File: src/hw/bce_cfg.svh
`ifndef BCE_CFG_SVH
`define BCE_CFG_SVH

// ----------------------------------------------------------------
// timing counts
// ----------------------------------------------------------------
`define BCE_TMR_W 16
`define BCE_TMO_CYC 16'h0040
`define BCE_SYNC_CYC 4'h2

// ----------------------------------------------------------------
// pin sampling
// ----------------------------------------------------------------
`define BCE_PIN_W 6
`define BCE_PIN_IDLE 6'h3F
`define BCE_PIN_ACK0 0
`define BCE_PIN_ACK1 1
`define BCE_PIN_FAULT 2
`define BCE_PIN_STOP 3
`define BCE_PIN_AUTO_VECTOR_INPUT 4
`define BCE_PIN_BREQ 5

`endif

File: src/hw/bce_pkg.sv
package bce_pkg;

    typedef enum logic [3:0] {
        BCE_ST_IDLE = 4'b0000,
        BCE_ST_DRIVE = 4'b0001,
        BCE_ST_WAIT = 4'b0010,
        BCE_ST_LATE = 4'b0011,
        BCE_ST_END = 4'b0100,
        BCE_ST_RETRY = 4'b0101,
        BCE_ST_RELEASE = 4'b0110,
        BCE_ST_SYNC = 4'b0111
    } bce_state_t;

    typedef enum logic [1:0] {
        BCE_TK_NORM = 2'b00,
        BCE_TK_HALT = 2'b01,
        BCE_TK_ERR = 2'b10,
        BCE_TK_RETRY = 2'b11
    } bce_term_t;

endpackage

File: src/hw/bce_sync.sv
`timescale 1ns/1ps
`default_nettype none

module bce_sync
#(
    parameter int W = 1,
    parameter logic [W-1:0] RST_VAL = '0
)
(
    input wire logic i_ref_clk,
    input wire logic i_resetn,
    input wire logic [W-1:0] i_d,
    output var logic [W-1:0] o_q
);

    logic [W-1:0] s1_q;
    logic [W-1:0] s2_q;
    logic [W-1:0] s3_q;
    logic [W-1:0] q_q;
    logic [W-1:0] q_d;

    // ------------------------------------------------------------
    // accept a change once stages two and three agree
    // ------------------------------------------------------------
    always_comb
    begin
        for (int i = 0; i < W; i++)
        begin
            q_d[i] = (s2_q[i] == s3_q[i]) ? s3_q[i] : q_q[i];
        end
    end

    always_ff @(posedge i_ref_clk)
    begin
        if (!i_resetn)
        begin
            s1_q <= RST_VAL;
            s2_q <= RST_VAL;
            s3_q <= RST_VAL;
            q_q <= RST_VAL;
        end
        else
        begin
            s1_q <= i_d;
            s2_q <= s1_q;
            s3_q <= s2_q;
            q_q <= q_d;
        end
    end

    assign o_q = q_q;

endmodule // bce_sync

`default_nettype wire

File: src/hw/bce_ctrl.sv
// Overview of operation
// - no acknowledge within the timeout after strobe: device ends cycle with fault
// - sample inputs at N and N+1; acknowledge alone ends normally
// - stop no later than acknowledge, no fault: finish, then halt until released
// - fault without stop, any time around acknowledge: bus error exception, unless locked with request
// - fault together with stop around acknowledge: retry the cycle
// - error on fault alone, or fault one clock after acknowledge
// - fault wins over acknowledge; data of that cycle is invalid
// - error cycle ends normally; exception raised now or deferred
// - prefetch error held until word used; dropped on branch or switch
// - retry: controls inactive, no new cycle until fault and stop negate
// - after a sync delay reissue same address, code, size, direction
// - locked sequence retries each cycle alone, lock output held throughout
// - request with fault and stop releases bus outside locked sequence; locked, request with fault alone releases
// - release during byte-port word, outside cycle intervenes: redo whole word
// - stop alone steps bus one cycle per negation
// - after a stopped cycle: float data, controls inactive, address held
`timescale 1ns/1ps
`default_nettype none
`include "bce_cfg.svh"

module bce_ctrl
    import bce_pkg::*;
#(
    parameter logic [`BCE_TMR_W-1:0] TMO_CYC = `BCE_TMO_CYC,
    parameter logic [3:0] SYNC_CYC = `BCE_SYNC_CYC
)
(
    input wire logic i_ref_clk,
    input wire logic i_resetn,
    input wire logic i_req,
    input wire logic [31:0] i_req_addr,
    input wire logic [3:0] i_req_fc,
    input wire logic [1:0] i_req_size,
    input wire logic i_req_read,
    input wire logic i_req_locked,
    input wire logic i_req_iack,
    input wire logic i_req_prefetch,
    input wire logic i_req_byte_word,
    input wire logic i_rmw_seq,
    input wire logic i_prefetch_used,
    input wire logic i_prefetch_flush,
    input wire logic i_ext_to_int,
    input wire logic [1:0] i_data_size_ack_n,
    input wire logic i_bus_fault_in_n,
    input wire logic i_stop_n,
    input wire logic i_auto_vector_input_n,
    input wire logic i_mastership_request_n,
    output var logic [31:0] o_addr,
    output var logic [3:0] o_fc,
    output var logic [1:0] o_size,
    output var logic o_read,
    output var logic o_addr_strobe_n,
    output var logic o_data_oe_n,
    output var logic o_ctrl_oe_n,
    output var logic o_locked_rmw_n,
    output var logic o_busy,
    output var logic o_done,
    output var logic o_data_valid,
    output var logic o_bus_error,
    output var logic o_err_pending,
    output var logic o_retry,
    output var logic o_halted,
    output var logic o_bus_released,
    output var logic o_word_restart
);

    // ------------------------------------------------------------
    // pin sampling
    // ------------------------------------------------------------
    logic [`BCE_PIN_W-1:0] pin_n;

    bce_sync #(
        .W(`BCE_PIN_W),
        .RST_VAL(`BCE_PIN_IDLE)
    ) u_sync (
        .i_ref_clk(i_ref_clk),
        .i_resetn(i_resetn),
        .i_d({i_mastership_request_n, i_auto_vector_input_n, i_stop_n,
              i_bus_fault_in_n, i_data_size_ack_n}),
        .o_q(pin_n)
    );

    logic ack;
    logic flt_pin;
    logic flt;
    logic stp;
    logic breq;
    logic tmo_hit;

    bce_state_t st_q, st_d;
    bce_term_t kind_q, kind_d;
    logic [`BCE_TMR_W-1:0] tmr_q, tmr_d;
    logic [3:0] sync_q, sync_d;
    logic [31:0] addr_q, addr_d;
    logic [3:0] fc_q, fc_d;
    logic [1:0] size_q, size_d;
    logic read_q, read_d;
    logic lck_q, lck_d;
    logic iack_q, iack_d;
    logic pf_q, pf_d;
    logic bw_q, bw_d;
    logic redo_q, redo_d;
    logic pend_q, pend_d;
    logic as_n_q, as_n_d;
    logic doe_n_q, doe_n_d;
    logic coe_n_q, coe_n_d;
    logic lk_n_q, lk_n_d;
    logic busy_q, busy_d;
    logic done_q, done_d;
    logic dval_q, dval_d;
    logic bus_fault_in_q, bus_fault_in_d;
    logic retry_q, retry_d;
    logic halt_q, halt_d;
    logic rel_q, rel_d;
    logic wrst_q, wrst_d;

    // ------------------------------------------------------------
    // decoded inputs
    // ------------------------------------------------------------
    always_comb
    begin
        ack = !pin_n[`BCE_PIN_ACK0] || !pin_n[`BCE_PIN_ACK1]
            || (iack_q && !pin_n[`BCE_PIN_AUTO_VECTOR_INPUT]);
        flt_pin = !pin_n[`BCE_PIN_FAULT];
        tmo_hit = (tmr_q >= TMO_CYC);
        flt = flt_pin || tmo_hit;
        stp = !pin_n[`BCE_PIN_STOP];
        breq = !pin_n[`BCE_PIN_BREQ];
    end

    // ------------------------------------------------------------
    // cycle sequencer
    // ------------------------------------------------------------
    always_comb
    begin
        st_d = st_q;
        kind_d = kind_q;
        tmr_d = tmr_q;
        sync_d = sync_q;
        addr_d = addr_q;
        fc_d = fc_q;
        size_d = size_q;
        read_d = read_q;
        lck_d = lck_q;
        iack_d = iack_q;
        pf_d = pf_q;
        bw_d = bw_q;
        redo_d = redo_q;
        as_n_d = as_n_q;
        doe_n_d = doe_n_q;
        coe_n_d = coe_n_q;
        done_d = 1'b0;
        dval_d = 1'b0;
        retry_d = 1'b0;
        wrst_d = 1'b0;
        rel_d = 1'b0;
        bus_fault_in_d = pend_q && i_prefetch_used;
        pend_d = pend_q && !i_prefetch_used && !i_prefetch_flush;
        case (st_q)
            BCE_ST_IDLE:
            begin
                if (i_req && !stp)
                begin
                    addr_d = i_req_addr;
                    fc_d = i_req_fc;
                    size_d = i_req_size;
                    read_d = i_req_read;
                    lck_d = i_req_locked;
                    iack_d = i_req_iack;
                    pf_d = i_req_prefetch;
                    bw_d = i_req_byte_word;
                    st_d = BCE_ST_DRIVE;
                end
            end
            BCE_ST_DRIVE:
            begin
                as_n_d = 1'b0;
                coe_n_d = 1'b0;
                doe_n_d = read_q;
                tmr_d = '0;
                st_d = BCE_ST_WAIT;
            end
            BCE_ST_WAIT:
            begin
                tmr_d = tmr_q + 1'b1;
                if (flt)
                begin
                    kind_d = (stp || (lck_q && breq)) ? BCE_TK_RETRY
                        : BCE_TK_ERR;
                    st_d = BCE_ST_END;
                end
                else if (ack)
                begin
                    kind_d = stp ? BCE_TK_HALT : BCE_TK_NORM;
                    st_d = stp ? BCE_ST_END : BCE_ST_LATE;
                end
            end
            BCE_ST_LATE:
            begin
                if (flt_pin)
                begin
                    kind_d = (stp || (lck_q && breq)) ? BCE_TK_RETRY
                        : BCE_TK_ERR;
                end
                else
                begin
                    kind_d = BCE_TK_NORM;
                end
                st_d = BCE_ST_END;
            end
            BCE_ST_END:
            begin
                as_n_d = 1'b1;
                doe_n_d = 1'b1;
                case (kind_q)
                    BCE_TK_ERR:
                    begin
                        done_d = 1'b1;
                        if (pf_q)
                        begin
                            pend_d = 1'b1;
                        end
                        else
                        begin
                            bus_fault_in_d = 1'b1;
                        end
                        st_d = BCE_ST_IDLE;
                    end
                    BCE_TK_RETRY:
                    begin
                        retry_d = 1'b1;
                        if (breq && (lck_q ? !stp : 1'b1))
                        begin
                            coe_n_d = 1'b1;
                            redo_d = 1'b0;
                            st_d = BCE_ST_RELEASE;
                        end
                        else
                        begin
                            st_d = BCE_ST_RETRY;
                        end
                    end
                    default:
                    begin
                        done_d = 1'b1;
                        dval_d = read_q;
                        st_d = BCE_ST_IDLE;
                    end
                endcase
            end
            BCE_ST_RETRY:
            begin
                if (!flt_pin && !stp)
                begin
                    sync_d = '0;
                    st_d = BCE_ST_SYNC;
                end
            end
            BCE_ST_RELEASE:
            begin
                rel_d = 1'b1;
                if (bw_q && i_ext_to_int)
                begin
                    redo_d = 1'b1;
                end
                if (!breq && !flt_pin && !stp)
                begin
                    rel_d = 1'b0;
                    coe_n_d = 1'b0;
                    sync_d = '0;
                    if (redo_q)
                    begin
                        wrst_d = 1'b1;
                        done_d = 1'b1;
                        st_d = BCE_ST_IDLE;
                    end
                    else
                    begin
                        st_d = BCE_ST_SYNC;
                    end
                end
            end
            BCE_ST_SYNC:
            begin
                sync_d = sync_q + 1'b1;
                if (sync_q + 1'b1 >= SYNC_CYC)
                begin
                    st_d = BCE_ST_DRIVE;
                end
            end
            default:
            begin
                st_d = BCE_ST_IDLE;
            end
        endcase
        busy_d = (st_d != BCE_ST_IDLE);
        halt_d = (st_d == BCE_ST_IDLE) && stp;
        lk_n_d = !((busy_d && lck_d) || i_rmw_seq);
    end

    always_ff @(posedge i_ref_clk)
    begin
        if (!i_resetn)
        begin
            st_q <= BCE_ST_IDLE;
            kind_q <= BCE_TK_NORM;
            tmr_q <= '0;
            sync_q <= 4'h0;
            addr_q <= 32'h0000_0000;
            fc_q <= 4'h0;
            size_q <= 2'h0;
            read_q <= 1'b1;
            lck_q <= 1'b0;
            iack_q <= 1'b0;
            pf_q <= 1'b0;
            bw_q <= 1'b0;
            redo_q <= 1'b0;
            pend_q <= 1'b0;
            as_n_q <= 1'b1;
            doe_n_q <= 1'b1;
            coe_n_q <= 1'b0;
            lk_n_q <= 1'b1;
            busy_q <= 1'b0;
            done_q <= 1'b0;
            dval_q <= 1'b0;
            bus_fault_in_q <= 1'b0;
            retry_q <= 1'b0;
            halt_q <= 1'b0;
            rel_q <= 1'b0;
            wrst_q <= 1'b0;
        end
        else
        begin
            st_q <= st_d;
            kind_q <= kind_d;
            tmr_q <= tmr_d;
            sync_q <= sync_d;
            addr_q <= addr_d;
            fc_q <= fc_d;
            size_q <= size_d;
            read_q <= read_d;
            lck_q <= lck_d;
            iack_q <= iack_d;
            pf_q <= pf_d;
            bw_q <= bw_d;
            redo_q <= redo_d;
            pend_q <= pend_d;
            as_n_q <= as_n_d;
            doe_n_q <= doe_n_d;
            coe_n_q <= coe_n_d;
            lk_n_q <= lk_n_d;
            busy_q <= busy_d;
            done_q <= done_d;
            dval_q <= dval_d;
            bus_fault_in_q <= bus_fault_in_d;
            retry_q <= retry_d;
            halt_q <= halt_d;
            rel_q <= rel_d;
            wrst_q <= wrst_d;
        end
    end

    assign o_addr = addr_q;
    assign o_fc = fc_q;
    assign o_size = size_q;
    assign o_read = read_q;
    assign o_addr_strobe_n = as_n_q;
    assign o_data_oe_n = doe_n_q;
    assign o_ctrl_oe_n = coe_n_q;
    assign o_locked_rmw_n = lk_n_q;
    assign o_busy = busy_q;
    assign o_done = done_q;
    assign o_data_valid = dval_q;
    assign o_bus_error = bus_fault_in_q;
    assign o_err_pending = pend_q;
    assign o_retry = retry_q;
    assign o_halted = halt_q;
    assign o_bus_released = rel_q;
    assign o_word_restart = wrst_q;
endmodule // bce_ctrl

`default_nettype wire

File: config.mk
export PLATFORM = sky130hd
export DESIGN_NAME = bce_ctrl
export DESIGN_NICKNAME = d
export VERILOG_FILES = /design/src/hw/bce_pkg.sv /design/src/hw/bce_sync.sv /design/src/hw/bce_ctrl.sv
export VERILOG_INCLUDE_DIRS = /design/src /design/src/hw
export SDC_FILE = /design/constraint.sdc
export NUM_CORES = 1
export LEC_CHECK = 0
export ABC_AREA = 1
export BUFFER_PORTS_ARGS = -buffer_cell sky130_fd_sc_hd__buf_4
export CORE_AREA = 5 5 95 97
export CTS_BUF_LIST = sky130_fd_sc_hd__clkbuf_4 sky130_fd_sc_hd__clkbuf_8
export CTS_CLUSTER_DIAMETER = 80
export DETAILED_ROUTE_END_ITERATION = 7
export DIE_AREA = 0 0 100 102
export PLACE_DENSITY_LB_ADDON = 0.12
export SLEW_MARGIN = 15
export SYNTH_ARGS = -nofsm -noshare
export SYNTH_HDL_FRONTEND = slang
export SYNTH_SLANG_ARGS = --single-unit
File: constraint.sdc
create_clock -name i_ref_clk -period 1.7 [get_ports i_ref_clk]
set_clock_uncertainty 0.05 [all_clocks]
set_input_delay 0.17 -clock i_ref_clk [delete_from_list [all_inputs] [get_ports i_ref_clk]]
set_output_delay 0.17 -clock i_ref_clk [all_outputs]
set_load 0.02 [all_outputs]
# == After elaboration in Yosys (flattened, before gate mapping) ==
# Cells that the tools add are included.
# W data, S select, Z words.
# classes
n_addsub,2
n_lt_le_gt_ge,2
n_eq_ne,21
muxes,46
n_bitwise,2
reduce_logical,44
# op_table
cell,count
$mux W4,8
$pmux W16 S2,1
$pmux W4 S8,1
$mux W1,22
$add A16 B1 Y16 const B,1
$eq A4 B3 Y1 const B,4
$ge A16 B7 Y1 const B,1
$logic_and A1 B1 Y1,13
$pmux W4 S3,1
$ne A2 B2 Y1 const B,5
$logic_not A1 Y1,9
$mux W3,3
$eq A4 B2 Y1 const B,2
$logic_not A4 Y1,2
$mux W2,4
$pmux W1 S2,4
$reduce_and A2 Y1,4
$reduce_and A4 Y1,2
$reduce_bool A2 Y1,4
$eq A1 B1 Y1,6
$reduce_bool A3 Y1,2
$logic_or A1 B1 Y1,5
$add A4 B1 Y4 const B,1
$eq A2 B2 Y1 const B,2
other kinds (9),10
# totals
register_bits,107
out_inout_bits,52
wordCells,152

# == Depth between registers and ports, before layout ==
# depth
word_depth,10
ltp_mapped,11
mapped_depth_nobuf,11

# == By module ==
# From an unflattened synthesis, not the netlist that was laid out.
# hier_totals
cells_unflattened,602
area_unflattened_um2,4381.7
# modules_own_cells
module,instances,cells_each,area_each_um2,seq_area_each_um2
bce_ctrl,1,498,3583.4,1661.6
bce_sync,1,104,798.3,480.5

# == Worst setup path after synthesis ==
# No wires, ideal clock.
# synth_path
path_type,register -> register
from,register sync_q[1]
to,register lk_n_q (netlist: o_locked_rmw_n)
arrival_time_ns,1.335
path_slack_ns,0.249
path_stages_with_launch,12
path_buffers,0
synth_period_minus_slack_ns,1.451
path_cell_list,dfxtp_1 > inv_1 > ha_1 > inv_1 > nor2_1 > nand3_1 > nor2_1 > nor2_1 > nand2_1 > nor2_2 > nand2_1 > a21oi_2
# synth_between
elab_chain_cells,8
# synth_lines
item,line_no,source
start: declaration,bce_ctrl.sv:94,"logic [3:0] sync_q, sync_d;"
start signal: assignment,bce_ctrl.sv:338,sync_q <= sync_d;
$add A4 B1 Y4,bce_ctrl.sv:287,if (sync_q + 1'b1 >= SYNC_CYC)
$ge A4 B2 Y1,bce_ctrl.sv:287,
$mux W4,bce_ctrl.sv:287,
$pmux W4 S8,bce_ctrl.sv:160,case (st_q)
$reduce_bool A4 Y1,bce_ctrl.sv:297,busy_d = (st_d != BCE_ST_IDLE);
$logic_and A1 B1 Y1,bce_ctrl.sv:299,lk_n_d = !((busy_d && lck_d) || i_rmw_seq);
$logic_or A1 B1 Y1,bce_ctrl.sv:299,
$logic_not A1 Y1,bce_ctrl.sv:299,
end signal: assignment,bce_ctrl.sv:352,lk_n_q <= lk_n_d;
end: declaration,bce_ctrl.sv:108,"logic lk_n_q, lk_n_d;"
# Every way passes these cells.
# A chain may end at the register's enable or synchronous reset.

# == Worst setup path after layout ==
# layout_path
from,register tmr_q[8]
to,register lk_n_q (netlist: o_locked_rmw_n)
# layout_between
elab_chain_cells,8
# layout_lines
item,line_no,source
start: declaration,bce_ctrl.sv:93,"logic [`BCE_TMR_W-1:0] tmr_q, tmr_d;"
start signal: assignment,bce_ctrl.sv:337,tmr_q <= tmr_d;
$ge A16 B7 Y1,bce_ctrl.sv:126,tmo_hit = (tmr_q >= TMO_CYC);
$logic_or A1 B1 Y1,bce_ctrl.sv:127,flt = flt_pin || tmo_hit;
$mux W4,bce_ctrl.sv:187,if (flt)
$pmux W4 S8,bce_ctrl.sv:160,
$reduce_bool A4 Y1,bce_ctrl.sv:297,
$logic_and A1 B1 Y1,bce_ctrl.sv:299,
$logic_or A1 B1 Y1,bce_ctrl.sv:299,
$logic_not A1 Y1,bce_ctrl.sv:299,
# Every way passes these cells.

==> run summary <==
Status: finished, final reports clean
N_diodes: 0
Slowest stage delay, CP: 0.36 ns
RePlAce Congestion: 0.978
PortBufs: 107
CTS Buf Count: 9
CP startpoint kind: register
Hold Path End: o_fc[0]
CP startpoint: tmr_q[8]
Commonest non-fill, non-tap cell in the layout: nand2_1
Setup-failing EPs final: 0
# DRC: 0
Most frequent CP cell: nand2_1
Clk root buf: clkbuf_8
Instance count on the critical path: 9
Uppermost layer routed: met4
Layout net count: 781
Core Box Area: 8050 um^2
Multi-input gate area in the final layout: 1900 um^2
Grt total ovfl: 0
# clock sinks: 107
Initial core utilization: 53.0%
LEAKAGE: 0.00261 uW
Die width: 100 um
Vias in the first global route: 4042
Die Span Y: 102 um
Hold Path Depth: 3
HP Class: in2reg
Clock Path Buffers: 2
Router iterations before antenna repair: 5
DP Wirelength: 7.54 mm
DIE AREA: 10200 um^2
M1 WL: 4.53 mm
Crit-path cells: inv_1 -> nand2_1 -> nor2_1 -> nand3_1 -> o21ai_1 -> nand2_1 -> nor2_2 -> nand2_2 -> a21oi_2
Fin. Hold Viols: 0
Initial DRC Count: 139
Drt via density: 4.99
Final wirelength: 11.2 mm
Worst Hold Launch: i_req_fc[0]
Type of element capturing the critical path: register
Syn. warnings: 0
Largest net degree at the start of global routing: 37
Top cell type's share of synthesized area: 50.2%
Post-route insts no fill: 831
Critical setup path kind: reg2reg
Commonest non-fill, non-tap cells in the layout: nand2_1 (156), buf_4 (121), dfxtp_1 (101), a21oi_1 (73), dlygate4sd3_1 (47)
RR Endpoint: o_locked_rmw_n
R2R depth: 9
Length of routed met3 wiring: 804 um
Initial antenna violation count: 0
Post-synthesis area per instance: 7.61 um^2
Syn_nets: 620
Fraction of layout cells with a size suffix above 1: 26.7%
Storage cell area: 2150 um^2
Period utilization: 92.5%
Synthesized area: 4260 um^2
Max-cap check violation count: 0
Post-route minimum period: 1.57 ns
Max Clk Rate: 636 MHz
RSZ-0062 raised after global routing: yes
Synth unique cells: 33
Synth Register Bits: 107
Cell taking the most area after synthesis: dfxtp_1
Avg WL per Cell: 13.5 um
Synth Instances: 560
Sequential area share after synthesis: 50.2%
TritonCTS clock tree: done
Critical path's slowest cell: dfxtp_1
Critical R2R Launch: tmr_q[8]
Slew Limit Fails: 0
WHS: 0.0106 ns
WL met2: 5.68 mm
Peak supply drop: 0.646 mV
DR vias: 4147
Area contributors post-synth: dfxtp_1 (50%), nand2_1 (14%), a21oi_1 (8.6%)
CTS HTree Levels: 3
# IOs: 108
Bufs and invs on worst path: 1
CP Data Arrival Time: 1.84 ns
CP top delay family: simple AND/OR/NAND/NOR gates
Register-to-register setup slack: 0.13 ns
Pwr dens: 820 nW/um^2
First-pass GRT wire length: 18.3 mm
FP Rows: 33
Reg clk slew, reported paths: 0.11 ns
Fillers: 597
Crit Path Max Fanout: 4
Worst skew pair latency: 0.38 ns
Total track usage: 22.1%
Remaining antenna violation count: 0
Area growth syn-to-layout: 41.1%
Placed Instances: 767
Worst EP required: 1.97 ns
[repair_timing]
action,CTS,global route
resized for setup,0,16
endpoints found under the hold margin,47,0
hold buffers,47,0
setup buffers,0,1
endpoints found under the setup margin,0,5
[through the flow]
stage / setup WS (ns) / instance area (um^2) / TNS [ns] / power (uW) / util, %
after floorplan: 0.249 / 4260 / 0 / 2910 / -
after global placement: 0.160 / 5250 / 0 / 3140 / 65.3
after detailed placement: 0.0872 / 5250 / 0 / 3150 / 65.3
after CTS: 0.0456 / 5960 / 0 / 4970 / 74.0
after global routing: -0.00125 / 6020 / -0.00125 / 5140 / 74.7
final: 0.127 / 6020 / 0 / 4930 / 74.7
[worst register-to-register path: stages, from the launching register on]
cell and delay [ns]:
dfxtp_1 0.36, inv_1 0.07, nand2_1 0.06, nor2_1 0.18, nand3_1 0.14, o21ai_1 0.21
nand2_1 0.09, nor2_2 0.14, nand2_2 0.09, a21oi_2 0.13
[worst max path at each step]
stage                     slack, ns        endpoint
final                          0.13  o_locked_rmw_n
after global routing         -0.001  o_locked_rmw_n
after CTS                      0.05  o_locked_rmw_n
after detailed placement       0.09  o_locked_rmw_n
after global placement         0.16  o_locked_rmw_n
after floorplan                0.25  o_locked_rmw_n
[per-layer routing]
metal,track usage [%],vias up
met5,0,-
met2,39.1,135
li1,-,2121
met1,26.1,1873
met4,6.53,0
met3,6.35,18
[cells by family after synthesis]
family                     count (synthesis)  share of synthesized area [%]
AOI/OAI and AO/OA                        112                           14.1
adders and majority gates                  4                           1.17
buffers and inverters                     68                           6.16
DFF                                      107                           50.2
other                                      1                         0.0879
and+or+nand+nor                          268                           28.3
[state kept, by name, summed over array words and instances (netlist names), 2 cells and up]
name         cells
u_sync.s2_q      6
o_size           2
st_q             4
sync_q           4
u_sync.o_q       6
kind_q           2
u_sync.s3_q      6
tmr_q           16
o_fc             4
u_sync.s1_q      6
o_addr          32
[cells in the mapped netlist (all sizes together)]
cell    instances
a221oi          1
a21oi          74
nor2           49
dfxtp         107
and3            2
a211oi          4
o22ai           3
nand3b          1
o21a            1
nand3          18
a31oi           2
buf             5
clkbuf         15
o211ai          1
conb            1
nand4           5
o31ai           3
inv            48
a22oi           1
nor3           11
nand2         164
o21ai          22
or2            18
ha              4
[layout make-up]
| type | instances | area share [%] |
|---|---|---|
| clock inverter | 7 | 1.83 |
| inverter | 48 | 3.00 |
| sequential | 107 | 35.8 |
| clock buffer | 9 | 2.06 |
| multi-input combinational | 385 | 31.5 |
| timing repair buffer | 170 | 23.6 |
| tap | 105 | 2.18 |
[power breakdown]
| part | switching, uW | internal, uW | leakage, uW |
|---|---|---|---|
| combinational | 278 | 294 | 0.00162 |
| clock | 989 | 751 | 0.000117 |
| sequential | 40.0 | 2580 | 0.000874 |
Note: power is estimated with default switching activity, not from simulation.
